===== src/core/hbs_pkg.sv =====
// shared constants and carrier types for the host bus cycle timing block
// assumes one clock (clk) and a synchronous active-high reset; all pins are asynchronous to clk
package hbs_pkg;

    // internal register indices seen through reg_select
    localparam logic [4:0] REG_DATA_A = 5'h00;
    localparam logic [4:0] REG_DATA_B = 5'h01;
    localparam logic [4:0] REG_STATUS = 5'h02;
    localparam logic [4:0] REG_ENABLE = 5'h03;

    // status and enable field positions
    localparam int FLAG_A_POS = 0;
    localparam int FLAG_B_POS = 1;

    // reset values
    localparam logic [1:0] ENABLE_RESET = 2'h0;
    localparam logic [7:0] DATA_RESET = 8'h00;

    // timing counts, in clock periods
    localparam int IRQ_CS_DELAY_CLKS = 3;
    localparam int IRQ_HS_DELAY_CLKS = 3;
    localparam int OPS_DONE_CLKS = 3;
    localparam int HS_PULSE_CLKS = 4;

    typedef enum logic [3:0] {
        HBS_IDLE = 4'b0001,
        HBS_ACK = 4'b0010,
        HBS_HOLD = 4'b0100,
        HBS_RELEASE = 4'b1000
    } hbs_bus_state_t;

    // bus lines as sampled from the host
    typedef struct packed {
        logic csN;
        logic rw;
        logic [4:0] regSelect;
        logic [7:0] data;
    } hbs_bus_in_t;

    // one completed host write as seen by the user side
    typedef struct packed {
        logic strobe;
        logic [4:0] regSelect;
        logic [7:0] data;
    } hbs_write_t;

    // open-drain or three-state pin as driven by the device
    typedef struct packed {
        logic level;
        logic oe;
    } hbs_pin_t;

endpackage : hbs_pkg


===== src/core/hbs_host_port.sv =====
// host bus cycle timing for a parallel port and timer peripheral
// assumes a bus master driving csN, rw, regSelect and dataIn asynchronously to clk, handshake
// inputs asserted low, and an outside wire resolver for the three-state and open-drain pins
//
// How it works
// port interrupt changes three clocks after a synchronized chip select that starts a cycle while no interrupt countdown is running.
// port interrupt changes 2.5 to 3.5 clocks after a synchronized handshake input.
// internal work of a cycle ends within three clocks after the acknowledge.
// chip select arriving while still busy defers the cycle and its acknowledge.
// acknowledge may come one clock late when chip select misses its sample.
// the master holds chip select low for at least one clock.
// handshakes and chip select count as synchronized once seen on a sampling edge.
// a late handshake assertion may be recognized one clock later.
// handshake coinciding with a bus access may take the longest response time.
// timer count input is sampled on clk; too short periods may be lost.
// timer count input is slower than clk unless from the same source.
// pulsed output handshake ends early when its input handshake asserts.
// write data, register select and direction are captured as chip select asserts.
// chip select and handshakes pass clocked synchronizers before any logic uses them.
`timescale 1ns/10ps
module hbs_host_port #(
    parameter int PULSE_CLKS = hbs_pkg::HS_PULSE_CLKS,
    parameter int TIMER_WIDTH = 16
) (
    input wire logic clk,
    input wire logic sys_rst,
    input wire logic csN,
    input wire logic rw,
    input wire logic [4:0] regSelect,
    input wire logic [7:0] dataIn,
    output logic [7:0] dataOut,
    output logic dataOe,
    output logic transferAckN,
    output logic transferAckOe,
    output logic portIrqN,
    output logic portIrqOe,
    input wire logic hsInAN,
    input wire logic hsInBN,
    output logic hsOutAN,
    output logic hsOutBN,
    input wire logic pulsedMode,
    input wire logic timerCountIn,
    output logic [TIMER_WIDTH-1:0] timerCount,
    output logic [7:0] portDataA,
    output logic [7:0] portDataB,
    output hbs_pkg::hbs_write_t hostWrite
);

    localparam logic [1:0] IRQ_CS_LOAD = 2'(hbs_pkg::IRQ_CS_DELAY_CLKS - 1);
    localparam logic [1:0] IRQ_HS_LOAD = 2'(hbs_pkg::IRQ_HS_DELAY_CLKS - 1);
    localparam logic [1:0] OPS_LOAD = 2'(hbs_pkg::OPS_DONE_CLKS);
    localparam logic [7:0] PULSE_LOAD = 8'(PULSE_CLKS);

    typedef struct packed {
        hbs_pkg::hbs_bus_state_t bus;
        logic [1:0] opsLeft;
        logic pendCs;
        logic csPrev;
        logic [4:0] regSel;
        logic rw;
        logic [7:0] wrData;
        logic [7:0] dataOut;
        logic dataOe;
        hbs_pkg::hbs_pin_t ack;
        hbs_pkg::hbs_pin_t irq;
        logic [1:0] irqCnt;
        logic [1:0] hsPrev;
        logic [1:0] irqFlag;
        logic [1:0] irqEn;
        logic [1:0] hsOutN;
        logic [1:0][7:0] pulseCnt;
        logic [1:0][7:0] portData;
        logic tinPrev;
        logic [TIMER_WIDTH-1:0] timerCount;
        hbs_pkg::hbs_write_t wr;
    } hbs_port_state_t;

    hbs_port_state_t st;
    hbs_port_state_t next_st;

    hbs_pkg::hbs_bus_in_t busPins;
    hbs_pkg::hbs_bus_in_t busSync;
    logic [1:0] hsSyncN;
    logic tinSync;

    assign busPins = '{csN: csN, rw: rw, regSelect: regSelect, data: dataIn};

    // bus lines are synchronised as one group so the captured fields match the chip select sample
    hbs_sync #(
        .WIDTH($bits(hbs_pkg::hbs_bus_in_t)),
        .RESET_VALUE({1'b1, 1'b1, 5'h00, 8'h00})
    ) u_bus_sync (
        .clk(clk),
        .sys_rst(sys_rst),
        .din(busPins),
        .dout(busSync)
    );

    hbs_sync #(
        .WIDTH(2),
        .RESET_VALUE(2'h3)
    ) u_hs_sync (
        .clk(clk),
        .sys_rst(sys_rst),
        .din({hsInBN, hsInAN}),
        .dout(hsSyncN)
    );

    hbs_sync #(
        .WIDTH(1),
        .RESET_VALUE(1'b0)
    ) u_tin_sync (
        .clk(clk),
        .sys_rst(sys_rst),
        .din(timerCountIn),
        .dout(tinSync)
    );

    always_comb
    begin
        logic csEdge;
        logic csTake;
        logic [1:0] hsEdge;
        logic [1:0] clearMask;
        logic [1:0] writeHit;

        next_st = st;
        csEdge = 1'b0;
        csTake = 1'b0;
        hsEdge = 2'h0;
        clearMask = 2'h0;
        writeHit = 2'h0;

        next_st.wr.strobe = 1'b0;
        next_st.csPrev = busSync.csN;

        // a new falling chip select, seen on its sampling edge
        csEdge = st.csPrev & ~busSync.csN;

        // internal work of the last cycle drains down to zero
        if (st.opsLeft != 2'h0)
        begin
            next_st.opsLeft = st.opsLeft - 2'h1;
        end

        // a chip select that lands while still busy waits here rather than being lost
        if (csEdge && (st.opsLeft != 2'h0 || st.bus != hbs_pkg::HBS_IDLE))
        begin
            next_st.pendCs = 1'b1;
        end

        unique case (st.bus)
            hbs_pkg::HBS_IDLE:
            begin
                // a deferred cycle only starts if chip select is still low when work is done
                csTake = (csEdge || (st.pendCs && !busSync.csN)) && st.opsLeft == 2'h0;
                if (st.pendCs && busSync.csN)
                begin
                    next_st.pendCs = 1'b0;
                end
                if (csTake)
                begin
                    next_st.pendCs = 1'b0;
                    next_st.regSel = busSync.regSelect;
                    next_st.rw = busSync.rw;
                    next_st.wrData = busSync.data;
                    next_st.irqCnt = IRQ_CS_LOAD;
                    next_st.bus = hbs_pkg::HBS_ACK;
                end
            end
            hbs_pkg::HBS_ACK:
            begin
                // one clock after capture, which sits inside the late-by-one allowance
                next_st.ack = '{level: 1'b0, oe: 1'b1};
                next_st.opsLeft = OPS_LOAD;
                if (st.rw)
                begin
                    next_st.dataOe = 1'b1;
                    unique case (st.regSel)
                        hbs_pkg::REG_DATA_A: next_st.dataOut = st.portData[0];
                        hbs_pkg::REG_DATA_B: next_st.dataOut = st.portData[1];
                        hbs_pkg::REG_STATUS: next_st.dataOut = {6'h00, st.irqFlag};
                        hbs_pkg::REG_ENABLE: next_st.dataOut = {6'h00, st.irqEn};
                        default: next_st.dataOut = 8'h00;
                    endcase
                end
                else
                begin
                    next_st.wr = '{strobe: 1'b1, regSelect: st.regSel, data: st.wrData};
                    unique case (st.regSel)
                        hbs_pkg::REG_DATA_A:
                        begin
                            next_st.portData[0] = st.wrData;
                            writeHit[0] = 1'b1;
                        end
                        hbs_pkg::REG_DATA_B:
                        begin
                            next_st.portData[1] = st.wrData;
                            writeHit[1] = 1'b1;
                        end
                        hbs_pkg::REG_STATUS: clearMask = st.wrData[1:0];
                        hbs_pkg::REG_ENABLE: next_st.irqEn = st.wrData[1:0];
                        default: clearMask = 2'h0;
                    endcase
                end
                next_st.bus = hbs_pkg::HBS_HOLD;
            end
            hbs_pkg::HBS_HOLD:
            begin
                // acknowledge is driven high for one clock before it floats
                if (busSync.csN)
                begin
                    next_st.ack = '{level: 1'b1, oe: 1'b1};
                    next_st.dataOe = 1'b0;
                    next_st.bus = hbs_pkg::HBS_RELEASE;
                end
            end
            hbs_pkg::HBS_RELEASE:
            begin
                next_st.ack = '{level: 1'b1, oe: 1'b0};
                next_st.bus = hbs_pkg::HBS_IDLE;
            end
        endcase

        // handshake assertions count once seen; a late one simply shows a clock later
        hsEdge = st.hsPrev & ~hsSyncN;
        next_st.hsPrev = hsSyncN;

        // the set wins over a clear written in the same cycle
        next_st.irqFlag = (st.irqFlag & ~clearMask) | hsEdge;

        // a handshake sharing the cycle with a bus access just reuses the same countdown
        if (hsEdge != 2'h0 && !csTake)
        begin
            next_st.irqCnt = IRQ_HS_LOAD;
        end

        if (st.irqCnt != 2'h0)
        begin
            next_st.irqCnt = st.irqCnt - 2'h1;
            if (st.irqCnt == 2'h1 && !(csTake || hsEdge != 2'h0))
            begin
                // open drain: pull low while a flag is enabled, otherwise float
                next_st.irq = '{level: 1'b0, oe: |(st.irqFlag & st.irqEn)};
            end
        end

        // output handshakes: interlocked by default, pulsed when selected
        for (int i = 0; i < 2; i++)
        begin
            if (writeHit[i])
            begin
                next_st.hsOutN[i] = 1'b0;
                next_st.pulseCnt[i] = PULSE_LOAD;
            end
            else if (!st.hsOutN[i])
            begin
                if (st.pulseCnt[i] != 8'h00)
                begin
                    next_st.pulseCnt[i] = st.pulseCnt[i] - 8'h01;
                end
                if (!hsSyncN[i])
                begin
                    // early input assertion cuts the pulse short
                    next_st.hsOutN[i] = 1'b1;
                    next_st.pulseCnt[i] = 8'h00;
                end
                else if (pulsedMode && st.pulseCnt[i] <= 8'h01)
                begin
                    next_st.hsOutN[i] = 1'b1;
                end
            end
        end

        // sampled on clk, so a timer input period shorter than clk can drop a count
        next_st.tinPrev = tinSync;
        if (tinSync && !st.tinPrev)
        begin
            next_st.timerCount = st.timerCount + TIMER_WIDTH'(1);
        end
    end

    always_ff @(posedge clk)
    begin
        if (sys_rst)
        begin
            st.bus <= hbs_pkg::HBS_IDLE;
            st.opsLeft <= 2'h0;
            st.pendCs <= 1'b0;
            st.csPrev <= 1'b1;
            st.regSel <= 5'h00;
            st.rw <= 1'b1;
            st.wrData <= hbs_pkg::DATA_RESET;
            st.dataOut <= hbs_pkg::DATA_RESET;
            st.dataOe <= 1'b0;
            st.ack <= '{level: 1'b1, oe: 1'b0};
            st.irq <= '{level: 1'b0, oe: 1'b0};
            st.irqCnt <= 2'h0;
            st.hsPrev <= 2'h3;
            st.irqFlag <= 2'h0;
            st.irqEn <= hbs_pkg::ENABLE_RESET;
            st.hsOutN <= 2'h3;
            st.pulseCnt <= '0;
            st.portData <= '0;
            st.tinPrev <= 1'b0;
            st.timerCount <= '0;
            st.wr <= '0;
        end
        else
        begin
            st <= next_st;
        end
    end

    assign dataOut = st.dataOut;
    assign dataOe = st.dataOe;
    assign transferAckN = st.ack.level;
    assign transferAckOe = st.ack.oe;
    assign portIrqN = st.irq.level;
    assign portIrqOe = st.irq.oe;
    assign hsOutAN = st.hsOutN[0];
    assign hsOutBN = st.hsOutN[1];
    assign timerCount = st.timerCount;
    assign portDataA = st.portData[0];
    assign portDataB = st.portData[1];
    assign hostWrite = st.wr;

endmodule : hbs_host_port


===== src/core/hbs_sync.sv =====
// two-stage synchroniser for a group of pin inputs
// assumes the inputs are asynchronous to clk; only the second stage may be read
`timescale 1ns/10ps
module hbs_sync #(
    parameter int WIDTH = 1,
    parameter logic [WIDTH-1:0] RESET_VALUE = '0
) (
    input wire logic clk,
    input wire logic sys_rst,
    input wire logic [WIDTH-1:0] din,
    output logic [WIDTH-1:0] dout
);

    typedef struct packed {
        logic [WIDTH-1:0] stage1;
        logic [WIDTH-1:0] stage2;
    } hbs_sync_state_t;

    hbs_sync_state_t st;
    hbs_sync_state_t next_st;

    always_comb
    begin
        next_st.stage1 = din;
        next_st.stage2 = st.stage1;
    end

    always_ff @(posedge clk)
    begin
        if (sys_rst)
        begin
            st <= {RESET_VALUE, RESET_VALUE};
        end
        else
        begin
            st <= next_st;
        end
    end

    assign dout = st.stage2;

endmodule : hbs_sync


===== config.mk =====
export PLATFORM = sky130hd
export DESIGN_NAME = hbs_host_port
export DESIGN_NICKNAME = d
export VERILOG_FILES = /design/src/core/hbs_pkg.sv /design/src/core/hbs_host_port.sv /design/src/core/hbs_sync.sv
export SDC_FILE = /design/constraint.sdc
export NUM_CORES = 1
export LEC_CHECK = 0
export BUFFER_PORTS_ARGS = -buffer_cell sky130_fd_sc_hd__buf_2
export CAP_MARGIN = 20
export CORE_MARGIN = 8
export CORE_UTILIZATION = 40
export CTS_CLUSTER_DIAMETER = 200
export DETAILED_ROUTE_END_ITERATION = 7
export PLACE_DENSITY = 0.65
export SETUP_SLACK_MARGIN = 0.02
export SKIP_LAST_GASP = 1
export SLEW_MARGIN = 20
export SYNTH_ARGS = -nofsm -noshare
export SYNTH_HDL_FRONTEND = slang
export SYNTH_HIERARCHICAL = 1
export SYNTH_SLANG_ARGS = --single-unit

===== constraint.sdc =====
create_clock -name clk -period 1.9 [get_ports clk]
set_clock_uncertainty 0.15 [all_clocks]
set_input_delay 0.38 -clock clk [delete_from_list [all_inputs] [get_ports clk]]
set_output_delay 0.38 -clock clk [all_outputs]
set_load 0.01 [all_outputs]

# [Word level (Yosys, flattened, before mapping)]
# Cells that the tools add are included.
[word_totals] regBits=143 in_bits=21 elab_cells=161
[classes] addsub=5 order_cmp=2 eq_ne=18 n_mux=43 bitwise=12 reduce_logical=47
[ops] operator="$mux W8" n=4
[ops] operator="$pmux W8 S4" n=1
[ops] operator="$mux W2" n=11
[ops] operator="$reduce_and A2 Y1" n=11
[ops] operator="$add A16 B1 Y16 const B" n=1
[ops] operator="$le A8 B1 Y1 const B" n=2
[ops] operator="$mux W1" n=16
[ops] operator="$pmux W4 S4" n=1
[ops] operator="$reduce_bool A8 Y1" n=2
[ops] operator="$sub A8 B1 Y8 const B" n=2
[ops] operator="$mux W3" n=5
[ops] operator="$mux W14" n=1
[ops] operator="$reduce_and A3 Y1" n=4
[ops] operator="$eq A5 B2 Y1 const B" n=2
[ops] operator="$reduce_bool A2 Y1" n=5
[ops] operator="$logic_and A1 B1 Y1" n=9
[ops] operator="$reduce_bool A3 Y1" n=3
[ops] operator="$mux W4" n=2
[ops] operator="$ne A2 B2 Y1 const B" n=4
[ops] operator="$reduce_or A2 Y1" n=4
[ops] operator="$and A2 B2 Y2" n=3
[ops] operator="$ne A2 B1 Y1 const B" n=3
[ops] operator="$ne A3 B3 Y1 const B" n=2
[ops] operator="$pmux W2 S3" n=1
[ops] operator="other kinds (17)" n=28

# [Longest topological paths before layout]
# Gate-level depths: netlist of run 1.
[depth] ltp_word=9 ltp_mapped=7 mapped_depth_nobuf=6

# [Hierarchy]
# The synthesis of run 1 kept the hierarchy.
[modules_own_cells] mod="hbs_host_port" n_inst=1 cells_each=565 area_each_um2=5173.7 seq_area_each_um2=2142.1
[modules_own_cells] mod="hbs_sync (u_bus_sync)" n_inst=1 cells_each=63 area_each_um2=809.5 seq_area_each_um2=600.6
[modules_own_cells] mod="hbs_sync (u_hs_sync)" n_inst=1 cells_each=8 area_each_um2=105.1 seq_area_each_um2=80.1
[modules_own_cells] mod="hbs_sync (u_tin_sync)" n_inst=1 cells_each=4 area_each_um2=52.6 seq_area_each_um2=40.0

# [Worst setup path after synthesis of run 1]
# OpenSTA, ideal clock, no wires.
[synth_path] path_type="register to register" startpoint="reg st[55] in the netlist's numbering" endpoint="reg st[61] in the netlist's numbering" t_arrival_ns=1.805 slack_ns=-0.170 path_stages_with_launch=7 path_buffers=0 synth_period_minus_slack_ns=2.070 cell_sequence="dfxtp_1 > inv_1 > ha_1 > or3b_2 > or4_1 > and2_1 > o21ba_1"
[synth_via] elab_chain_cells=3 elab_cells_between_ends=6
[synth_rtl] item="from (decl)" line_no="hbs_host_port.sv:78" source="hbs_port_state_t st;"
[synth_rtl] item="from (signal assigned)" line_no="hbs_host_port.sv:311" source="st <= next_st;"
[synth_rtl] item="$sub A8 B1 Y8 or $reduce_bool A8 Y1 (tied branches)" line_no="hbs_host_port.sv:260, hbs_host_port.sv:258"
[synth_rtl] item="$mux W8 or $ne A2 B2 Y1 (tied branches)"
[synth_rtl] item="$mux W8 or $reduce_and A2 Y1 (tied branches)"
# Several ways; a longest one is shown, not always the timed one. The select of a mux whose other input is x is not followed.
# A chain may end at the register's enable or synchronous reset.

# [Worst setup path after layout of run 1]
[layout_path] startpoint="reg st[107] in the netlist's numbering" endpoint="reg st[96] in the netlist's numbering"
[layout_via] elab_chain_cells=2
[layout_rtl] item="$eq A4 B1 Y1" line_no="hbs_host_port.sv:152" source="unique case (st.bus)"
[layout_rtl] item="$reduce_and A2 Y1 (no source line)"
# No other way between the ends.

==> results of run 1 <==
==> kinds of logic after synthesis <==
group	after synthesis	synth area share, %
buf+inv	103	10.62
mux	51	8.883
fa+ha+maj	9	1.834
compound gates	89	8.965
flops	143	46.62
xor+xnor	15	2.139
other cells	1	0.06107
simple gates	229	20.88
==> Yosys cell counts (all sizes together) (3+ instances only) <==
master | count | area [um^2]
dfxtp | 143 | 2863
o2bb2ai | 6 | 52.55
a21oi | 33 | 165.2
nor4b | 5 | 56.31
or3b | 3 | 26.28
xor2 | 6 | 52.55
nor2 | 73 | 274.0
clkbuf | 15 | 56.30
nor4 | 10 | 92.59
or4 | 5 | 41.29
nand3 | 9 | 45.04
xnor2 | 9 | 78.83
or4b | 4 | 47.55
mux2 | 5 | 60.05
ha | 9 | 112.6
inv | 17 | 63.81
or2 | 14 | 87.59
o21ai | 25 | 125.1
nand2b | 5 | 31.28
or3 | 9 | 57.56
nor3 | 13 | 65.06
buf | 71 | 531.8
mux2i | 44 | 440.4
nand2 | 26 | 97.59
nor3b | 3 | 22.52
nor2b | 40 | 250.2
==> state kept, by name (all words and copies together), names as in the netlist <==
name	flops
transferAckOe	1
dataOe	1
transferAckN	1
u_bus_sync/dout	15
hsOutBN	1
u_bus_sync/next_st	15
timerCount	16
portDataA	8
dataOut	8
u_tin_sync/next_st	1
u_hs_sync/dout	2
hsOutAN	1
portDataB	8
hostWrite	14
st	47
u_hs_sync/next_st	2
portIrqOe	1
u_tin_sync/dout	1
==> power groups by stage <==
stage / sequential, mW / combinational (mW) / clock [mW]
global route: 3.19 / 0.918 / 3.44
finish: 3.18 / 0.834 / 3.23
global placement: 3.23 / 0.721 / 0
detailed placement: 3.24 / 0.753 / 0
CTS: 3.18 / 0.797 / 3.30
floorplan: 3.23 / 0.504 / 0
==> routing by layer <==
layer | GRT usage, % | vias to the layer above | share of wire [%] | wire length (um)
met1 | 15.89 | 2217 | 44 | 6245
met4 | 6.743 | 0 | 2.2 | 315
met5 | 0 | - | 0 | 0
met2 | 24.74 | 89 | 50 | 7089
li1 | - | 2331 | - | -
met3 | 4.247 | 21 | 3.6 | 513
==> per-stage QoR <==
stage          utilization [%]  std cells  hold slack, ns  worst slack, ns
2_1_floorplan                -        640          0.2332          -0.1379
3_3_place_gp             44.15        876          0.2381         -0.08683
3_5_place_dp             44.15        876          0.2386          -0.1214
4_1_cts                  49.38        924        0.001148          -0.1231
5_1_grt                  50.41        930         0.01042          -0.1681
6_report                 50.41        930         0.02069          -0.1387
==> cell type report <==
type	instances	share of cell area [%]
clock inverter	15	2.204
multi-input combinational	394	36.04
clock buffer	17	5.593
timing repair buffer	156	14.38
inverter	17	0.8390
tap	188	3.093
sequential	143	37.85
==> final timing paths <==
kind                                                    endpoint  slack, ns  depth (start not counted)
worst max-delay path                         st[96]$_SDFFE_PP0P_      -0.14                          6
worst min register to register      u_hs_sync/dout[1]$_SDFF_PP1_       0.26                          1
worst min-delay path            u_bus_sync/next_st[1]$_SDFF_PP0_       0.02                          2
worst max register to register               st[96]$_SDFFE_PP0P_      -0.14                          6
==> placed cells by master, fill, tap and decap left out, drive strengths merged, types with 3 or more instances in the layout <==
cell / netlist / final
a21oi: 33 / 33
buf: 71 / 147
clkbuf: 15 / 18
clkinv: 0 / 6
dfxtp: 143 / 143
dlygate4sd3: 0 / 8
ha: 9 / 9
inv: 17 / 25
mux2: 5 / 5
mux2i: 44 / 44
nand2: 26 / 26
nand2b: 5 / 5
nand3: 9 / 9
nor2: 73 / 73
nor2b: 40 / 40
nor3: 13 / 13
nor3b: 3 / 3
nor4: 10 / 10
nor4b: 5 / 5
o21ai: 25 / 25
o2bb2ai: 6 / 6
or2: 14 / 14
or3: 9 / 9
or3b: 3 / 3
or4: 5 / 5
or4b: 4 / 4
xnor2: 9 / 9
xor2: 6 / 6
==> timing repair <==
action	CTS	global route
endpoints found under the setup margin	42	68
hold endpoints to repair	8	0
pin swaps	8	16
cloned	1	1
hold buffers	8	0
gates resized for setup	17	31
setup buffers	7	6
==> metrics.txt, run 1 <==
Overall Global Routing Usage 14.31%; min-delay worst type in -> reg; I/O pin count 82; min-delay src dataIn[1]; fraction of registers with async set/reset 0%; footprint of the multi-input gates 0.002741 mm^2; Placer Congestion 0.8237; Psw 1.931 mW; Synth Warn # 6; RSZ-0062 raised after global routing yes; core area 0.01509 mm^2; # rows 45; DIE AREA 0.01957 mm^2; first-pass GRT wire length 22.76 mm; GRT overflow 0; chip width 139.9 um; max cap viols 0; Reg2Reg Launch Point st[107]$_SDFFE_PP0P_; CP endpoint kind flop; Avg Cell Area, Syn 9.595 um^2; Final Critical Period 2.039 ns; DRT antenna net count 0; drt drc 0; I/O Buffers 80; cells along the critical path or4b_4 -> nor4b_4 -> buf_6 -> clkbuf_16 -> mux2i_1 -> nor2_1; DRT iter0 DRCs 326; flops & latches, synth 143; clk_lat worst skew 0.42 ns; Worst-path clk slew 0.06 ns; Max FO, Critical Path 7; crit path buf inv count 2; final instance area 0.007606 mm^2; Peak VDD IR 688.8 uV; Total Neg Setup Slack -1.642 ns; Cell Area, Synth 0.006141 mm^2; Sink Count 143; power share of the combinational group 11.5%; Mapped Cells 640; data arrival time of the worst path 2.19 ns; CTS root buf clkbuf_16; drt pass-1 iters 4; Reg power frac 43.9%; internal power 5.312 mW; Pins Over Slew Limit 0; Critical Path Start Type flop; WL final 14.16 mm; CTS tree done; sw frac 26.66%; CP required 2.05 ns; outcome finished, violations left; Static Leak 3.001 nW; Syn Nets 670; critical path's slowest cell or4b_4; Placed Instance Area 0.006661 mm^2; power density over the cells 952.3 mW/mm^2; Clk pwr share 44.6%; CTS Buf Count 17; Post-synth EDFFs 0; Final setup viols 21; crit-path leading delay family simple AND/OR/NAND/NOR gates; Layout area overhead 23.86%; post-layout worst setup margin -0.1387 ns; antenna diode count 0; detailed-route via count 4658; Final Hold Viols 0; CTS max path bufs 2; die height 139.9 um; Final Total Pwr 7.244 mW; Starting Density 40.70%; Storage cell area 0.002879 mm^2; final period utilization 107.3%; dominant synthesized flop cell dfxtp_1; worst setup path startpoint st[107]$_SDFFE_PP0P_; WL/cell 15.23 um; Seq/Total Area, Yosys 46.62%; HPWL after DPL 10.12 mm; via/cell ratio 5.009; vias in the first global route 4776; layout cell share with drive strength beyond 1 31.54%; post-synth cell types 67; fillers 1357; Achievable Freq 0.4905 GHz; largest net degree at the start of global routing 82; Worst path max stage delay 0.56 ns; number of H-tree levels 4; # nets final 759; kind of critical path reg -> reg; failing checks setup timing; initial antenna violation count 0
Power figures use the tool's default switching activity.
==> run 2, diff against run 1 <==
--- a/config.mk
+++ b/config.mk
@@ -12,6 +12,7 @@
 export CTS_CLUSTER_DIAMETER = 200
 export DETAILED_ROUTE_END_ITERATION = 7
 export PLACE_DENSITY = 0.65
+export REMOVE_ABC_BUFFERS = 1
 export SETUP_SLACK_MARGIN = 0.02
 export SKIP_LAST_GASP = 1
 export SLEW_MARGIN = 20
==> run 2 against run 1 <==
Effect of this change:
- the run still ends with setup timing left
- via count decreased by 0.73%
- non-clock buffer count down 3
- fmax rose by 1.5%
- largest power group is now registers
- critical endpoint is now st[72]$_SDFFE_PP0P_
==> metrics.txt, run 2 (synthesis gave the netlist of run 1 again) <==
outcome finished, violations left; failing checks setup timing; DRT iter0 DRCs 228 (-30%); Worst path max stage delay 0.55 ns (about the same); final core utilization 49.80% (-0.61 points); CP endpoint kind flop; max reg flops 47 (unchanged); Placer Congestion 0.8730 (+6.0%); min-delay worst type in -> reg; Reg2Reg Launch Point st[105]$_SDFFE_PP0P_; CTS Buf Count 17 (unchanged); number of H-tree levels 4 (unchanged); kind of critical path reg -> reg; HPWL after DPL 9.934 mm (-1.8%); Storage cell area 0.002877 mm^2 (about the same); drt pass-1 iters 4 (unchanged); Static Leak 2.971 nW (-0.99%); RSZ-0062 raised after global routing yes; CTS tree done; footprint of the multi-input gates 0.002753 mm^2 (+0.41%); die height 139.9 um (unchanged); core area 0.01509 mm^2 (unchanged); post-layout worst setup margin -0.1086 ns (+0.03012 ns); placed cell count 878 (+0.23%); initial antenna violation count 0 (unchanged); cells along the critical path or4b_4 -> nor4b_4 -> buf_6 -> nor4b_2 -> mux2_4; drt drc 0 (unchanged); Overall Global Routing Usage 14.54% (+0.23 points); top flop regs st: 47 flops, timerCount: 16 flops; Final Hold Viols 0 (unchanged); Final setup viols 36 (+71%); chip width 139.9 um (unchanged); max cap viols 0 (unchanged); Fin Hold WS 0.01998 ns (-0.0007098 ns); Layout area overhead 22.37%; DIE AREA 0.01957 mm^2 (unchanged); fin cells 926 (-0.43%); pre-CTS WS -0.1670 ns (-0.04558 ns); critical path's slowest cell or4b_4; data arrival time of the worst path 2.16 ns (-0.03 ns); detailed-route via count 4624 (-0.73%); fillers 1392 (+2.6%); GRT overflow 0 (unchanged); Sink Count 143 (unchanged); layout cell share with drive strength beyond 1 32.11% (+0.58 points); Worst-path clk slew 0.06 ns (about the same); Max FO, Critical Path 4 (-3); min-delay src hsInAN; DRT antenna net count 0 (unchanged); Critical Path Start Type flop; antenna diode count 0 (unchanged); final period utilization 105.7% (-1.6 points); largest net degree at the start of global routing 95 (+16%); WL/cell 15.21 um (-0.11%); WL final 14.09 mm (-0.54%); GRT Max-Usage Layer met2; via/cell ratio 4.994 (-0.30%); most common cell after layout, fill and taps aside dfxtp_1; Peak VDD IR 622.3 uV (-9.7%); Starting Density 40.70% (unchanged); most frequent cells in the layout dfxtp_1, buf_2, nor2_1; Total Neg Setup Slack -2.119 ns (-0.4764 ns); CTS max path bufs 2 (unchanged); Achievable Freq 0.4979 GHz (+1.5%); power density over the cells 916.7 mW/mm^2 (-3.7%); vias in the first global route 4767 (-0.19%); CP required 2.05 ns (about the same); I/O Buffers 80 (unchanged); # rows 45 (unchanged); first-pass GRT wire length 23.03 mm (+1.2%); worst setup path startpoint st[105]$_SDFFE_PP0P_; M2 GR Usage 24.58% (-0.15 points); clk_lat worst skew 0.42 ns (about the same); register bank with the most flops st; # nets final 756 (-0.40%); Pins Over Slew Limit 0 (unchanged); Final Critical Period 2.009 ns (-0.03012 ns); I/O pin count 82 (unchanged); CTS root buf clkbuf_16; GRT met1 Usage 16.52% (+0.63 points); met3 usage 4.247% (unchanged)
-- run 2: path summary, 6_finish.rpt --
kind,cells after the start,slack [ns],end
worst min register to register,1,0.26,u_bus_sync/dout[14]$_SDFF_PP1_
worst max-delay path,5,-0.11,st[72]$_SDFFE_PP0P_
worst max register to register,5,-0.11,st[72]$_SDFFE_PP0P_
worst min-delay path,2,0.02,u_hs_sync/next_st[0]$_SDFF_PP1_
-- run 2: layout make-up --
type                    instances  area share (%)
multi-input cells             394           36.63
clock buffers                  23           6.094
flip-flops and latches        143           38.28
well taps                     188           3.130
inverters                      17          0.8492
repair buffers                153           14.45
clock inverters                 8          0.5661
-- run 2: power breakdown --
part / internal [mW] / switching (mW) / total [mW]
Combinational: 0.469 / 0.403 / 0.872
Sequential: 3.12 / 0.0687 / 3.18
Clock: 1.67 / 1.16 / 2.83
-- run 2: critical path, delay by kind of cell (launching register included) --
family | cells | cell delay [ns]
buffers and inverters | 1 | 0.18
DFF | 1 | 0.33
muxes | 1 | 0.31
and+or+nand+nor | 3 | 0.91
-- run 2: per-stage QoR --
| step | area (um^2) | power (mW) |
|---|---|---|
| finish | 7515 | 6.889 |
| CTS | 7352 | 6.925 |
| global placement | 6658 | 3.974 |
| global route | 7515 | 7.203 |
| floorplan | 5553 | 3.676 |
| detailed placement | 6658 | 4.022 |
-- run 2: what timing repair did --
item	in CTS	in global routing
resized for setup	29	25
endpoints found under the setup margin	64	68
endpoints found under the hold margin	3	0
pin swaps	7	8
setup buffers	3	8
hold buffers	3	0
cloned	2	1
-- run 2: routing by layer --
metal  share of wire [%]  vias to the layer above
met5                   0                        -
met1                  44                     2165
li1                    -                     2315
met4                 2.3                        0
met2                  49                      114
met3                 4.8                       30
==> run 3, diff against run 2 <==
--- a/config.mk
+++ b/config.mk
@@ -5,15 +5,16 @@
 export SDC_FILE = /design/constraint.sdc
 export NUM_CORES = 1
 export LEC_CHECK = 0
+export ABC_CLOCK_PERIOD_IN_PS = 2500
 export BUFFER_PORTS_ARGS = -buffer_cell sky130_fd_sc_hd__buf_2
 export CAP_MARGIN = 20
 export CORE_MARGIN = 8
 export CORE_UTILIZATION = 40
 export CTS_CLUSTER_DIAMETER = 200
 export DETAILED_ROUTE_END_ITERATION = 7
-export PLACE_DENSITY = 0.65
+export PLACE_DENSITY = 0.63
 export REMOVE_ABC_BUFFERS = 1
-export SETUP_SLACK_MARGIN = 0.02
+export SETUP_SLACK_MARGIN = 0.05
 export SKIP_LAST_GASP = 1
 export SLEW_MARGIN = 20
 export SYNTH_ARGS = -nofsm -noshare
==> constraint.sdc (replaced) <==
create_clock -name clk -period 2.5 [get_ports clk]
set_clock_uncertainty 0.15 [all_clocks]
set_input_delay 0.5 -clock clk [delete_from_list [all_inputs] [get_ports clk]]
set_output_delay 0.5 -clock clk [all_outputs]
set_load 0.01 [all_outputs]
==> run 3 against run 2 <==
Effect of this change:
- the flow now finishes without violations
- first-iteration DRC count up 18%
- setup slack improved by 0.33 ns
- largest power group unchanged
- clock power fell by 21%
==> metrics.txt, run 3 (synthesis gave the netlist of run 1 again) <==
CTS Buf Count 17 (unchanged); crit-path leading delay family simple AND/OR/NAND/NOR gates; register bank with the most flops st; Post-CTS Setup Repair Bufs 0 (-3); internal power 3.967 mW (-25%); max cap viols 0 (unchanged); R2R Path End dataOut[4]$_SDFFE_PP0P_; Pins Over Slew Limit 0 (unchanged); post-layout worst setup margin 0.2236 ns (+0.3322 ns); Peak VDD IR 458.1 uV (-26%); CP required 2.64 ns (+0.59 ns); r2r setup slk 0.22 ns (+0.33 ns); placed cell count 834 (-5.0%); CTS max path bufs 2 (unchanged); critical path's slowest cell dfxtp_1; DIE AREA 0.01957 mm^2 (unchanged); Total Neg Setup Slack 0 ns (+2.119 ns); die height 139.9 um (unchanged); Starting Density 40.70% (unchanged); Achievable Freq 0.4393 GHz (-12%); layout cell share with drive strength beyond 1 21.39% (-11 points); HPWL after DPL 9.207 mm (-7.3%); outcome complete, no violations; top flop regs st: 47 flops, timerCount: 16 flops; fin cells 866 (-6.5%); first-pass GRT wire length 21.27 mm (-7.6%); Final Critical Period 2.276 ns (+0.2678 ns); final period utilization 91.05% (-15 points); Worst path max stage delay 0.55 ns (about the same); drt drc 0 (unchanged); # nets final 695 (-8.1%); Critical Path Start Type flop; instance count on the critical path 5 (unchanged); Layout area overhead 11.39%; CTS Hold Bufs 0 (-3); data arrival time of the worst path 2.41 ns (+0.25 ns); cell seen most often among critical-path stages nor2_1; Reg2Reg Launch Point st[105]$_SDFFE_PP0P_; I/O Buffers 80 (unchanged); final instance area 0.006840 mm^2 (-9.0%); Max-slew headroom 51.12%; Overall Global Routing Usage 13.35% (-1.2 points); Final Hold Viols 0 (unchanged); CTS tree done; DRT iter0 DRCs 269 (+18%); Placer Congestion 0.8010 (-8.2%); Fin Hold WS 0.1127 ns (+0.09269 ns); via/cell ratio 5.081 (+1.7%); Placed Instance Area 0.006302 mm^2 (-5.3%); antenna diode count 0 (unchanged); clk_lat worst skew 0.41 ns (about the same); most common cell after layout, fill and taps aside dfxtp_1; power density over the cells 754.4 mW/mm^2 (-18%); vias in the first global route 4264 (-11%); Clk pwr share 43.5% (+2.4 points); Reg power frac 47.3% (+1.1 points); largest net degree at the start of global routing 85 (-11%); worst setup path startpoint st[105]$_SDFFE_PP0P_; sw frac 23.13% (-0.53 points); crit path buf inv count 1 (unchanged); most frequent cells in the layout dfxtp_1, buf_2, nor2_1; pre-CTS WS 0.2431 ns (+0.4100 ns); WL final 12.90 mm (-8.4%); Final setup viols 0 (-100%); cells along the critical path or4b_4 -> buf_4 -> nor2_1 -> nor2_1 -> o2bb2ai_1; DRT antenna net count 0 (unchanged); Static Leak 2.627 nW (-12%); max reg flops 47 (unchanged); chip width 139.9 um (unchanged); Max FO, Critical Path 20 (+16); number of H-tree levels 4 (unchanged); I/O pin count 82 (unchanged); min-delay worst type in -> reg; CP endpoint kind flop; # rows 45 (unchanged); Worst-path clk slew 0.05 ns (about the same); drt pass-1 iters 5 (+1); core area 0.01509 mm^2 (unchanged); CTS root buf clkbuf_16; RSZ-0062 raised after global routing no; Sink Count 143 (unchanged); detailed-route via count 4400 (-4.8%); WL/cell 14.90 um (-2.1%); kind of critical path reg -> reg; worst-margin pin slew 0.7264 ns; initial antenna violation count 0 (unchanged); Worst setup endpoint dataOut[4]$_SDFFE_PP0P_; Psw 1.194 mW (-27%); Reg2Reg Depth 5 (unchanged); GRT overflow 0 (unchanged); power share of the combinational group 9.2% (-3.5 points)
## run 3: cell types whose count changed in the layout (fill, tap and decap cells not counted), moves of 4 or more
cell,before,now
buf_4,59,12
a21oi_2,8,0
buf_6,4,0
dfxtp_1,134,143
nor2_1,68,73
dfxtp_2,8,0
a21oi_1,25,33
## run 3: power groups by stage
stage / clock [mW] / sequential [mW] / combinational (mW)
after floorplan: 0 / 2.48 / 0.317
after global placement: 0 / 2.48 / 0.451
after detailed placement: 0 / 2.49 / 0.478
after CTS: 2.30 / 2.44 / 0.480
after global routing: 2.39 / 2.45 / 0.527
final: 2.24 / 2.44 / 0.477
## run 3: metrics by stage
stage / total power, mW / util, %
6_report: 5.160 / 45.33
5_1_grt: 5.376 / 45.33
4_1_cts: 5.217 / 45.29
3_5_place_dp: 2.967 / 41.77
3_3_place_gp: 2.933 / 41.77
2_1_floorplan: 2.794 / -
## run 3: how the worst min path moves through the flow
| stage | slack (ns) | cells past startpoint | from | endpoint |
|---|---|---|---|---|
| 2_1_floorplan | 0.23 | 1 | u_bus_sync/next_st[13]$_SDFF_PP1_ | u_bus_sync/dout[13]$_SDFF_PP1_ |
| 4_1_cts | 0.1 | 2 | rw | u_bus_sync/next_st[13]$_SDFF_PP1_ |
| 3_5_place_dp | 0.24 | 1 | u_hs_sync/next_st[0]$_SDFF_PP1_ | u_hs_sync/dout[0]$_SDFF_PP1_ |
| 5_1_grt | 0.12 | 2 | hsInAN | u_hs_sync/next_st[0]$_SDFF_PP1_ |
| 6_report | 0.11 | 2 | rw | u_bus_sync/next_st[13]$_SDFF_PP1_ |
| 3_3_place_gp | 0.24 | 1 | u_hs_sync/next_st[0]$_SDFF_PP1_ | u_hs_sync/dout[0]$_SDFF_PP1_ |
## run 3: layout make-up
| type | count | area, um^2 |
|---|---|---|
| sequential | 143 | 2863 |
| timing repair buffer | 92 | 505.5 |
| multi-input combinational | 394 | 2641 |
| fill | 1465 | 8249 |
| clock buffer | 26 | 499.2 |
| inverter | 17 | 63.81 |
| clock inverter | 6 | 32.53 |
| tap | 188 | 235.2 |
## run 3: worst register-to-register path, delay by kind of cell, from the launching register on
family | cells | cell delay (ns)
AOI/OAI and AO/OA | 1 | 0.19
DFF | 1 | 0.55
and+or+nand+nor | 3 | 1.04
buffers and inverters | 1 | 0.23
## run 3: per-layer routing
| layer | GRT usage [%] | vias to the layer above | part of all wire (%) |
|---|---|---|---|
| li1 | - | 2186 | - |
| met1 | 16.59 | 2085 | 48 |
| met2 | 21.02 | 107 | 46 |
| met3 | 3.976 | 22 | 4.3 |
| met4 | 5.943 | 0 | 1.8 |
| met5 | 0 | - | 0 |
## run 3: what timing repair did
action | in CTS | in global routing
hold endpoints to repair | 0 | 0
gates resized for setup | 0 | 1
setup endpoints to repair | 0 | 1
